[src/inc/cws_pkg.sv]
// Purpose: Shared constants and types for the control write sequencer
// Assumes: 200 MHz ref_clk, 8-bit control register addresses, 16-bit data
// Notes:   Step memory holds RAM locations then ROM locations
package cws_pkg;

    // Register offsets on the serial control interface
    localparam logic [7:0] CWS_OFS_CONFIG   = 8'h6C;
    localparam logic [7:0] CWS_OFS_FORMAT   = 8'h6D;
    localparam logic [7:0] CWS_OFS_PAYLOAD  = 8'h6E;
    localparam logic [7:0] CWS_OFS_RUN      = 8'h6F;
    localparam logic [7:0] CWS_OFS_PROGRESS = 8'h70;

    // Field positions
    localparam int CWS_BIT_ENABLE   = 8;
    localparam int CWS_BIT_LAUNCH   = 8;
    localparam int CWS_BIT_CANCEL   = 9;
    localparam int CWS_BIT_LAST     = 14;
    localparam int CWS_BIT_RUNNING  = 0;
    localparam int CWS_LSB_RECENT   = 4;

    // Memory map of the step store
    localparam int CWS_RAM_DEPTH    = 32;
    localparam int CWS_ROM_FIRST    = 32;
    localparam int CWS_ROM_LAST     = 48;

    // Timing: one tick is 62.5 us
    localparam int CWS_TICK_NS      = 62500;
    localparam int CWS_CLK_NS       = 5;
    localparam int CWS_TICK_CYCLES  = CWS_TICK_NS / CWS_CLK_NS;
    localparam int CWS_WAIT_BIAS    = 8;

    // Reset values
    localparam logic [15:0] CWS_RST_WORD = 16'h0000;
    localparam logic [5:0]  CWS_RST_LOC  = 6'h00;

    typedef struct packed {
        logic [2:0] widthCode;   // field_width_code
        logic [3:0] lsbPos;      // field_lsb_position
        logic [7:0] target;      // target_register_select
    } cws_format_s;

    typedef struct packed {
        logic       lastStep;    // last_step_flag
        logic [3:0] waitCode;    // step_wait_code
        logic [7:0] value;       // step_payload_value
    } cws_payload_s;

    typedef struct packed {
        cws_format_s  fmt;
        cws_payload_s pay;
    } cws_step_s;

    typedef enum logic [2:0] {
        CWS_IDLE,
        CWS_FETCH,
        CWS_ADDR,
        CWS_MODIFY,
        CWS_WAIT
    } cws_state_e;

endpackage

[src/rtl/cws_control_write_sequencer.sv]
// Purpose: Runs stored register-write steps on the device's control registers
// Assumes: Register file answers regRdData combinationally for regAddr
// Notes:   Host writes to other registers are forwarded only while idle
`timescale 1ns/1ps

// Overview of operation
// - Width code 14:12 selects 1..8 bits
// - Bits 11:8 give field LSB position
// - Bits 7:0 give target register address
// - Last-step bit 14 stops after step
// - Step lasts 62.5us times (2^code+8)
// - Value from bits 7:0, extra MSBs ignored
// - Cancel bit 9 stops sequence immediately
// - Launch bit 8 starts at launch location
// - Launch bit self-clears at sequence end
// - Locations: 0-31 RAM, 32-48 ROM, rest reserved
// - Progress bits 9:4 show recent location
// - Progress bit 0 shows running
// - Host register writes blocked while running
// - Engine works only when enable set
// - Format/payload writes copied to load location
module cws_control_write_sequencer #(
    parameter int TICK_CYCLES = cws_pkg::CWS_TICK_CYCLES
)(
    // Clock and reset
    input  wire logic        ref_clk,
    input  wire logic        rst,
    // Serial control interface, decoded
    input  wire logic        hostWrEn,
    input  wire logic        hostRdEn,
    input  wire logic [7:0]  hostAddr,
    input  wire logic [15:0] hostWrData,
    output logic      [15:0] hostRdData,
    // Device control register port
    output logic             regWrEn,
    output logic      [7:0]  regAddr,
    output logic      [15:0] regWrData,
    input  wire logic [15:0] regRdData
);

    cws_pkg::cws_step_s    ram [cws_pkg::CWS_RAM_DEPTH];
    cws_pkg::cws_state_e   state;
    cws_pkg::cws_state_e   next_state;
    cws_pkg::cws_format_s  fmtReg;
    cws_pkg::cws_format_s  next_fmtReg;
    cws_pkg::cws_payload_s payReg;
    cws_pkg::cws_payload_s next_payReg;
    cws_pkg::cws_step_s    step;
    cws_pkg::cws_step_s    next_step;
    logic                  engineEnable;
    logic                  next_engineEnable;
    logic [4:0]            loadLocation;
    logic [4:0]            next_loadLocation;
    logic                  launch;
    logic                  next_launch;
    logic [5:0]            launchLocation;
    logic [5:0]            next_launchLocation;
    logic [5:0]            recentLocation;
    logic [5:0]            next_recentLocation;
    logic [15:0]           tickCnt;
    logic [15:0]           next_tickCnt;
    logic [15:0]           stepTicks;
    logic [15:0]           next_stepTicks;
    logic [15:0]           next_hostRdData;
    logic                  next_regWrEn;
    logic [7:0]            next_regAddr;
    logic [15:0]           next_regWrData;
    logic                  ramWrEn;
    logic                  busy;
    logic                  hostHit;
    logic                  stepDone;

    // ROM contents live outside this block; every ROM location ends a sequence
    function automatic cws_pkg::cws_step_s romStep(input logic [5:0] loc);
        cws_pkg::cws_step_s s;
        s = '0;
        s.pay.lastStep = (loc <= 6'(cws_pkg::CWS_ROM_LAST));
        return s;
    endfunction

    function automatic cws_pkg::cws_step_s readStep(input logic [5:0] loc);
        cws_pkg::cws_step_s s;
        if (loc < 6'(cws_pkg::CWS_ROM_FIRST))
            s = ram[loc[4:0]];
        else
            s = romStep(loc);
        return s;
    endfunction

    // Field mask aligned to bit 0, one to eight bits wide
    function automatic logic [15:0] fieldMask(input logic [2:0] code);
        logic [15:0] m;
        m = (16'h0002 << code) - 16'h0001;
        return m;
    endfunction

    function automatic logic [15:0] mergeField(input cws_pkg::cws_step_s s, input logic [15:0] old);
        logic [15:0] m;
        logic [15:0] v;
        m = fieldMask(s.fmt.widthCode) << s.fmt.lsbPos;
        v = ({8'h00, s.pay.value} & fieldMask(s.fmt.widthCode)) << s.fmt.lsbPos;
        return (old & ~m) | v;
    endfunction

    assign busy     = (state != cws_pkg::CWS_IDLE);
    assign hostHit  = (hostAddr >= cws_pkg::CWS_OFS_CONFIG) && (hostAddr <= cws_pkg::CWS_OFS_PROGRESS);
    assign ramWrEn  = hostWrEn && ((hostAddr == cws_pkg::CWS_OFS_FORMAT) || (hostAddr == cws_pkg::CWS_OFS_PAYLOAD));
    // Counts whole ticks; execution cycles fall inside the first tick
    assign stepDone = (tickCnt == 16'(TICK_CYCLES - 1))
                   && (stepTicks == (16'h0001 << step.pay.waitCode) + 16'(cws_pkg::CWS_WAIT_BIAS - 1));

    always_comb
    begin
        next_state          = state;
        next_fmtReg         = fmtReg;
        next_payReg         = payReg;
        next_step           = step;
        next_engineEnable   = engineEnable;
        next_loadLocation   = loadLocation;
        next_launch         = launch;
        next_launchLocation = launchLocation;
        next_recentLocation = recentLocation;
        next_tickCnt        = tickCnt;
        next_stepTicks      = stepTicks;
        next_hostRdData     = hostRdData;
        next_regWrEn        = 1'b0;
        next_regAddr        = regAddr;
        next_regWrData      = regWrData;

        if (hostRdEn)
        begin
            unique case (hostAddr)
                cws_pkg::CWS_OFS_CONFIG:   next_hostRdData = {7'h00, engineEnable, 3'h0, loadLocation};
                cws_pkg::CWS_OFS_FORMAT:   next_hostRdData = {1'b0, fmtReg};
                cws_pkg::CWS_OFS_PAYLOAD:  next_hostRdData = {1'b0, payReg.lastStep, 2'h0,
                                                              payReg.waitCode, payReg.value};
                cws_pkg::CWS_OFS_RUN:      next_hostRdData = {6'h00, 1'b0, launch, 2'h0, launchLocation};
                cws_pkg::CWS_OFS_PROGRESS: next_hostRdData = {6'h00, recentLocation, 3'h0, busy};
                default:                   next_hostRdData = cws_pkg::CWS_RST_WORD;
            endcase
        end

        // Sequencer engine
        next_tickCnt = (tickCnt == 16'(TICK_CYCLES - 1)) ? 16'h0000 : tickCnt + 16'h0001;
        if (tickCnt == 16'(TICK_CYCLES - 1))
            next_stepTicks = stepTicks + 16'h0001;
        unique case (state)
            cws_pkg::CWS_IDLE:
            begin
                next_tickCnt   = 16'h0000;
                next_stepTicks = 16'h0000;
            end
            cws_pkg::CWS_FETCH:
            begin
                next_step           = readStep(recentLocation);
                next_state          = cws_pkg::CWS_ADDR;
            end
            cws_pkg::CWS_ADDR:
            begin
                next_regAddr = step.fmt.target;
                next_state   = cws_pkg::CWS_MODIFY;
            end
            cws_pkg::CWS_MODIFY:
            begin
                next_regWrEn   = 1'b1;
                next_regWrData = mergeField(step, regRdData);
                next_state     = cws_pkg::CWS_WAIT;
            end
            cws_pkg::CWS_WAIT:
            begin
                if (stepDone)
                begin
                    next_tickCnt   = 16'h0000;
                    next_stepTicks = 16'h0000;
                    if (step.pay.lastStep)
                    begin
                        next_state  = cws_pkg::CWS_IDLE;
                        next_launch = 1'b0;
                    end
                    else
                    begin
                        next_recentLocation = recentLocation + 6'h01;
                        next_state          = cws_pkg::CWS_FETCH;
                    end
                end
            end
        endcase

        // Host register writes; own registers stay writable while running
        if (hostWrEn)
        begin
            unique case (hostAddr)
                cws_pkg::CWS_OFS_CONFIG:
                begin
                    next_engineEnable = hostWrData[cws_pkg::CWS_BIT_ENABLE];
                    next_loadLocation = hostWrData[4:0];
                end
                cws_pkg::CWS_OFS_FORMAT:  next_fmtReg = hostWrData[14:0];
                cws_pkg::CWS_OFS_PAYLOAD: next_payReg = {hostWrData[cws_pkg::CWS_BIT_LAST], hostWrData[11:0]};
                cws_pkg::CWS_OFS_RUN:
                begin
                    next_launchLocation = hostWrData[5:0];
                    if (hostWrData[cws_pkg::CWS_BIT_CANCEL])
                    begin
                        next_state  = cws_pkg::CWS_IDLE;
                        next_launch = 1'b0;
                    end
                    else if (hostWrData[cws_pkg::CWS_BIT_LAUNCH] && !busy && engineEnable
                             && (hostWrData[5:0] <= 6'(cws_pkg::CWS_ROM_LAST)))
                    begin
                        next_launch         = 1'b1;
                        next_recentLocation = hostWrData[5:0];
                        next_state          = cws_pkg::CWS_FETCH;
                    end
                end
                default:
                begin
                    if (!hostHit && !busy)
                    begin
                        next_regWrEn   = 1'b1;
                        next_regAddr   = hostAddr;
                        next_regWrData = hostWrData;
                    end
                end
            endcase
        end

        // Clearing the enable stops a running sequence
        if (!next_engineEnable)
        begin
            next_state  = cws_pkg::CWS_IDLE;
            next_launch = 1'b0;
        end
    end

    always_ff @(posedge ref_clk)
    begin
        if (rst)
        begin
            state          <= cws_pkg::CWS_IDLE;
            fmtReg         <= '0;
            payReg         <= '0;
            step           <= '0;
            engineEnable   <= 1'b0;
            loadLocation   <= 5'h00;
            launch         <= 1'b0;
            launchLocation <= cws_pkg::CWS_RST_LOC;
            recentLocation <= cws_pkg::CWS_RST_LOC;
            tickCnt        <= 16'h0000;
            stepTicks      <= 16'h0000;
            hostRdData     <= cws_pkg::CWS_RST_WORD;
            regWrEn        <= 1'b0;
            regAddr        <= 8'h00;
            regWrData      <= cws_pkg::CWS_RST_WORD;
        end
        else
        begin
            state          <= next_state;
            fmtReg         <= next_fmtReg;
            payReg         <= next_payReg;
            step           <= next_step;
            engineEnable   <= next_engineEnable;
            loadLocation   <= next_loadLocation;
            launch         <= next_launch;
            launchLocation <= next_launchLocation;
            recentLocation <= next_recentLocation;
            tickCnt        <= next_tickCnt;
            stepTicks      <= next_stepTicks;
            hostRdData     <= next_hostRdData;
            regWrEn        <= next_regWrEn;
            regAddr        <= next_regAddr;
            regWrData      <= next_regWrData;
        end
    end

    // Step store has no reset; contents undefined until loaded
    always_ff @(posedge ref_clk)
    begin
        if (ramWrEn)
            ram[loadLocation] <= {next_fmtReg, next_payReg};
    end

endmodule // cws_control_write_sequencer

[config.mk]
export PLATFORM = sky130hd
export DESIGN_NAME = cws_control_write_sequencer
export DESIGN_NICKNAME = d
export VERILOG_FILES = /design/src/inc/cws_pkg.sv /design/src/rtl/cws_control_write_sequencer.sv
export SDC_FILE = /design/constraint.sdc
export NUM_CORES = 1
export LEC_CHECK = 0
export BUFFER_PORTS_ARGS = -buffer_cell sky130_fd_sc_hd__buf_2
export CORE_MARGIN = 5
export CORE_UTILIZATION = 45
export DETAILED_ROUTE_END_ITERATION = 8
export MAX_ROUTING_LAYER = met4
export PLACE_DENSITY = 0.72
export SKIP_LAST_GASP = 1
export SLEW_MARGIN = 20
export SYNTH_ARGS = -nofsm -noshare
export SYNTH_HDL_FRONTEND = slang
export SYNTH_SLANG_ARGS = --single-unit
[constraint.sdc]
create_clock -name ref_clk -period 4.4 [get_ports ref_clk]
set_input_delay 0.88 -clock ref_clk [delete_from_list [all_inputs] [get_ports ref_clk]]
set_output_delay 0.88 -clock ref_clk [all_outputs]
set_load 0.01 [all_outputs]
After elaboration in Yosys (flattened, before gate mapping)
Memory sizes are Yosys's and may differ from the RTL's. A register that Yosys moved wholly into a read port is not among the register bits. Cells that the tools add are included.

Register bits after elaboration: 151. Bits in writable memories: 896. Bits of input ports: 44. Logic and storage cells: 121. Memories: 1.

Memories: ram (words 32, width 28, read ports 1, clocked after memory_dff 1, wr ports 1, line cws_control_write_sequencer.sv:41) `cws_pkg::cws_step_s ram [cws_pkg::CWS_RAM_DEPTH];`.

Add/subtract/negate cells: 5. $lt $le $gt $ge: 5. Equal/unequal tests: 11. Shift operators: 4. Mux-type cells: 50. Bitwise gates (word level): 5. Reductions and logical operators: 16.

Operator list (number): $mux 16 (8); $pmux 15 s5 (1); $pmux 16 s2 (2); $mux 6 (7); $eq 8x7->1 const B (5); $add 16x1->16 const B (2); $mux 8 (4); $shl 16x4->16 (2); $mux 15 (2); $mux 28 (1); $mux 13 (2); $add 16x3->16 const B (1); $and 16x16->16 (1); $and 8x16->16 (1); $eq 16x14->1 const B (1); $eq 16x16->1 (1); $mux 1 (16); $not 16->16 (1); $or 16x16->16 (1); $shl 1x4->16 const A (1); $shl 2x3->16 const A (1); $sub 16x1->16 const B (1); $mux 3 (5); $le 6x6->1 const B (2); 18 further kinds (27).

Logic depth before layout (Yosys ltp)
Word-level depth: 11. Depth in mapped cells: 14. Gate-level depth less buffers: 10.

Worst setup path after synthesis
No wires, ideal clock.

Path kind: input port to flip-flop. From: input hostAddr[7]. To: memory ram[24][0] in the netlist's numbering (enable). Arrival: 4.223 ns. Setup slack: -0.271 ns. Stages: 8. Cell sequence: nand3b_1 -> nor3_2 -> and2_1 -> buf_2 -> o21a_1 -> and3b_1 -> nand2_1 -> nor3_1.

Longest elaborated chain between the ends: 5. Elaborated cells on any way between the ends: 6. Classes of those cells: 2 x eq/ne; 2 x mux; 2 x reduce/logical.

RTL lines: start: declaration (line cws_control_write_sequencer.sv:31) `input wire logic [7:0] hostAddr,`; $eq 8x7->1 (line cws_control_write_sequencer.sv:107) `assign ramWrEn = hostWrEn && ((hostAddr == cws_pkg::CWS_OFS_FORMAT) || (hostAddr == cws_pkg::CWS_OFS_PAYLOAD)) ...`; $logic_or 1x1->1 (*) (line cws_control_write_sequencer.sv:107); $logic_and 1x1->1 (*) (line cws_control_write_sequencer.sv:107); $mux 1 (*) (line cws_control_write_sequencer.sv:279) `if (ramWrEn)`; $mux 1 (not written as such) (*) (line cws_control_write_sequencer.sv:280) `ram[loadLocation] <= {next_fmtReg, next_payReg};`; end: declaration (line cws_control_write_sequencer.sv:41).

Mark *: on every way between the ends. The rest lies on a longest branch, timed or not.

Worst setup path in the final report
From: register step[10] in the netlist's numbering. To: register stepTicks[8].

Longest elaborated chain between the ends: 6.

RTL lines: start: declaration (line cws_control_write_sequencer.sv:48) `cws_pkg::cws_step_s step;`; start signal: assignment (line cws_control_write_sequencer.sv:261) `step <= next_step;`; $shl 1x4->16 (line cws_control_write_sequencer.sv:110) `&& (stepTicks == (16'h0001 << step.pay.waitCode) + 16'(cws_pkg::CWS_WAIT_BIAS - 1));`; $add 16x3->16 (line cws_control_write_sequencer.sv:110); $eq 16x16->1 (line cws_control_write_sequencer.sv:110); $logic_and 1x1->1 (line cws_control_write_sequencer.sv:110); $mux 16 (line cws_control_write_sequencer.sv:171) `if (stepDone)`; $pmux 16 s2 (line cws_control_write_sequencer.sv:147) `unique case (state)`; end signal: assignment (line cws_control_write_sequencer.sv:268) `stepTicks <= next_stepTicks;`; end: declaration (line cws_control_write_sequencer.sv:62) `logic [15:0] stepTicks;`.

Every way passes these cells. A chain may end at the register's enable or synchronous reset.

==> run summary <==
#FFs+latches synth - 1046
Slowest-stage cell, CP - dfxtp_1
Adder-cell share of the synthesized area - 0.00224
CP required - 4.94 ns
Post-CTS Setup Inserts - 0
# placed instances - 3543
First-pass iteration count of the detailed router - 6
Achievable Freq - 0.294 GHz
Slew Limit Fails - 0
Clock root buffer - clkbuf_16
CORE AREA - 91900 sq um
Synth top area share - 0.643
Worst path max stage delay - 0.70 ns
Multi-input gate area - 11500 sq um
Die Y - 315 microns
Gr ovfl total - 0
Worst setup EP type - flop
Area Growth Syn to Fin - 14.5%
DR WL/cell - 28.1 microns
Tightest Hold Check Type - reg -> reg
# H-tree levels - 3
Mux contribution to synthesized area - 0.171
Cell with the most instances after synthesis - edfxtp_1
Register area - 29900 sq um
Cts bufs inserted - 104
Reg2reg path depth - 10
Final nets - 2455
Layout cell share with drive strength beyond 1 - 0.278
DIE AREA - 99100 sq um
Worst path most repeated cell - nor2_1
Via density - 6.03
Synth unique cells - 80
Worst clock skew - 0.0416 ns
Initial DRC count - 2675
Stages on the worst setup path - 10
Met1 Usage GRT - 0.289
Worst-Skew Late Latency - 0.68 ns
Hold-fix buffers at CTS - 0
Vias in the first global route - 22.5k
Routability Congestion - 0.871
Complex-gate fraction of the synthesized area - 0.0357
Yosys Warn Count - 0
Synth Area per Inst - 18.5 sq um
Max Fanout on Critical Path - 16
Final hold violation count - 0
Clock-pin slew on the worst setup and hold paths - 0.06 ns
Number of fill cells in the layout - 7110
Initial core utilization - 0.455
Gr usage total - 0.217
RSZ-0062 raised after global routing - false
CP top delay family - simple AND/OR/NAND/NOR gates
Clk sinks - 1046
Syn Inst Count - 2266
Top Usage Layer GRT - met2
Final Critical Period - 3.40 ns
Max Cap Viol - 0
Die W - 315 microns
IO Count - 85
Synth area leaders - edfxtp_1 64%, mux4_2 15%, dfxtp_1 7.2%
Worst Tran Pin Value - 1.04 ns
# port buffers - 83
Clock tree buffer depth - 3
Startpoint types - flop
Critical Path AT - 3.94 ns
Total wire length - 105000 microns
Number of cell rows - 111
PostCTS Resize Cnt - 0
Status - complete, no violations
Hold path depth - 2
Post-route ant nets - 0
Buffers and inverters on the worst path - 0
Met2 usage - 0.350
Pwr dens - 409 nW/um^2
Largest family of logic cells by synthesized area - multiplexers
Area leader, netlist - edfxtp_1
Fin crit share - 0.772
Global-route wire length before repair - 154000 microns
Post-synthesis net count - 2315
Primary FF master, synth - edfxtp_1
Async S/R FF share, synth - 0
Peak VDD IR - 287 uV
Setup-failing EPs final - 0
Synth Area in Simple Gates - 0.0513
Final Non-Filler Cells - 3735
Crit path cell chain - nor2_1, nand3b_1, ha_1, and4bb_1, o21a_1, a211oi_2, nand3_2, nor4_2, nand2b_1, nor2_1
DRC errors left - 0
Pleak - 14.7 nW
Routing usage on met3 - 0.0375
Number of synthesized flops with an enable pin - 896
Post-DP HPWL - 64800 microns
WS Path Type - reg -> reg
Initial antenna violation count - 6
Relative slew slack - 0.300
Xor/xnor share of the synthesized area - 0.00859
CTS tree - built
Pin count of the biggest net entering global routing - 52
Post-synthesis cell area - 41800 sq um
Vias - 22.5k
Most frequent cells after synthesis - 896 x edfxtp_1, 286 x mux4_2, 150 x dfxtp_1, 140 x nand2_1, 133 x nor2_1
Total negative slack - 0 ns
Sequential area share after synthesis - 0.715
[through the flow]
| stage | instance area (sq um) | setup slack (ns) | hold slack (ns) | power (mW) | util |
|---|---|---|---|---|---|
| floorplan | 41800 | 0.479 | 0.425 | 10.9 | - |
| global placement | 44500 | 0.542 | 0.435 | 11.0 | 0.484 |
| detailed placement | 44500 | 0.521 | 0.444 | 11.0 | 0.484 |
| CTS | 47900 | 1.06 | 0.454 | 19.7 | 0.521 |
| global route | 47900 | 0.738 | 0.465 | 20.2 | 0.521 |
| finish | 47900 | 1.00 | 0.451 | 19.6 | 0.521 |
[placed cells by master (no fill, tap or decap), types with 15 or more instances in the layout]
cell and count:
dfxtp_1 145, xor2_1 22, a211oi_1 22, nand2b_1 18, a21oi_1 57, mux2_2 22, edfxtp_1 896, buf_12 26
and2_1 21, clkbuf_16 107, buf_2 83, buf_4 70, nor2_4 30, clkinv_2 15, mux4_2 286, o21ai_0 47
nand2_1 140, nor2_1 103, clkinv_1 21, clkbuf_1 26, xnor2_1 19, mux2i_1 45, nand3_1 40
[state kept, by name, summed over array words and instances (netlist names)]
| name | cells |
|---|---|
| regAddr | 8 |
| hostRdData | 15 |
| ram | 896 |
| regWrData | 16 |
| fmtReg | 15 |
| engineEnable | 1 |
| stepTicks | 16 |
| regWrEn | 1 |
| launchLocation | 6 |
| state | 3 |
| payReg | 13 |
| loadLocation | 5 |
| step | 28 |
| tickCnt | 16 |
| launch | 1 |
| recentLocation | 6 |
[report_power, final]
group          switching (mW)  internal (mW)  total (mW)  leakage, nW
Combinational           0.122         0.0596       0.182         3.55
Sequential             0.0117           10.6        10.6         9.51
Clock                    3.71           5.06        8.78         1.64
Total                    3.85           15.7        19.6         14.7
[kinds of logic after synthesis]
family / count (synthesis)
AO/OA/AOI/OAI: 226
XOR/XNOR: 41
other: 1
flip-flops: 1046
adder cells (fa/ha/maj): 8
multiplexers: 353
AND/OR/NAND/NOR: 435
buffers and inverters: 156
[path summary, 6_finish.rpt]
path | start | to | slack [ns]
setup / recovery | step[10]$_SDFFE_PP0N_ | stepTicks[8]$_SDFF_PP0_ | 1.00
hold / removal | launchLocation[0]$_SDFFE_PP0P_ | launchLocation[0]$_SDFFE_PP0P_ | 0.45
setup reg to reg | step[10]$_SDFFE_PP0N_ | stepTicks[8]$_SDFF_PP0_ | 1.00
hold reg to reg | launchLocation[0]$_SDFFE_PP0P_ | launchLocation[0]$_SDFFE_PP0P_ | 0.45
[cell type report]
type                       count  share of cell area
antenna                        1           0.0000523
inverter                      11            0.000862
clock inverter                58              0.0130
multi-input combinational   1064               0.240
clock buffer                 133              0.0580
tap                         1243              0.0325
sequential                  1046               0.625
timing repair buffer         179              0.0305
[worst min-delay path, cell delays in order (launching register included)]
cell and delay (ns):
dfxtp_1 0.31, nand2_1 0.05, a21oi_1 0.05
[per-layer routing]
metal  share of wire  vias to the layer above  wire (microns)
met5               0                        -               0
met4           0.025                        0            2600
met1            0.39                    11800           41100
met2            0.50                     1171           52000
li1                -                     9424               -
met3           0.088                      167            9180
No activity file was read; power rests on OpenSTA's default activity.
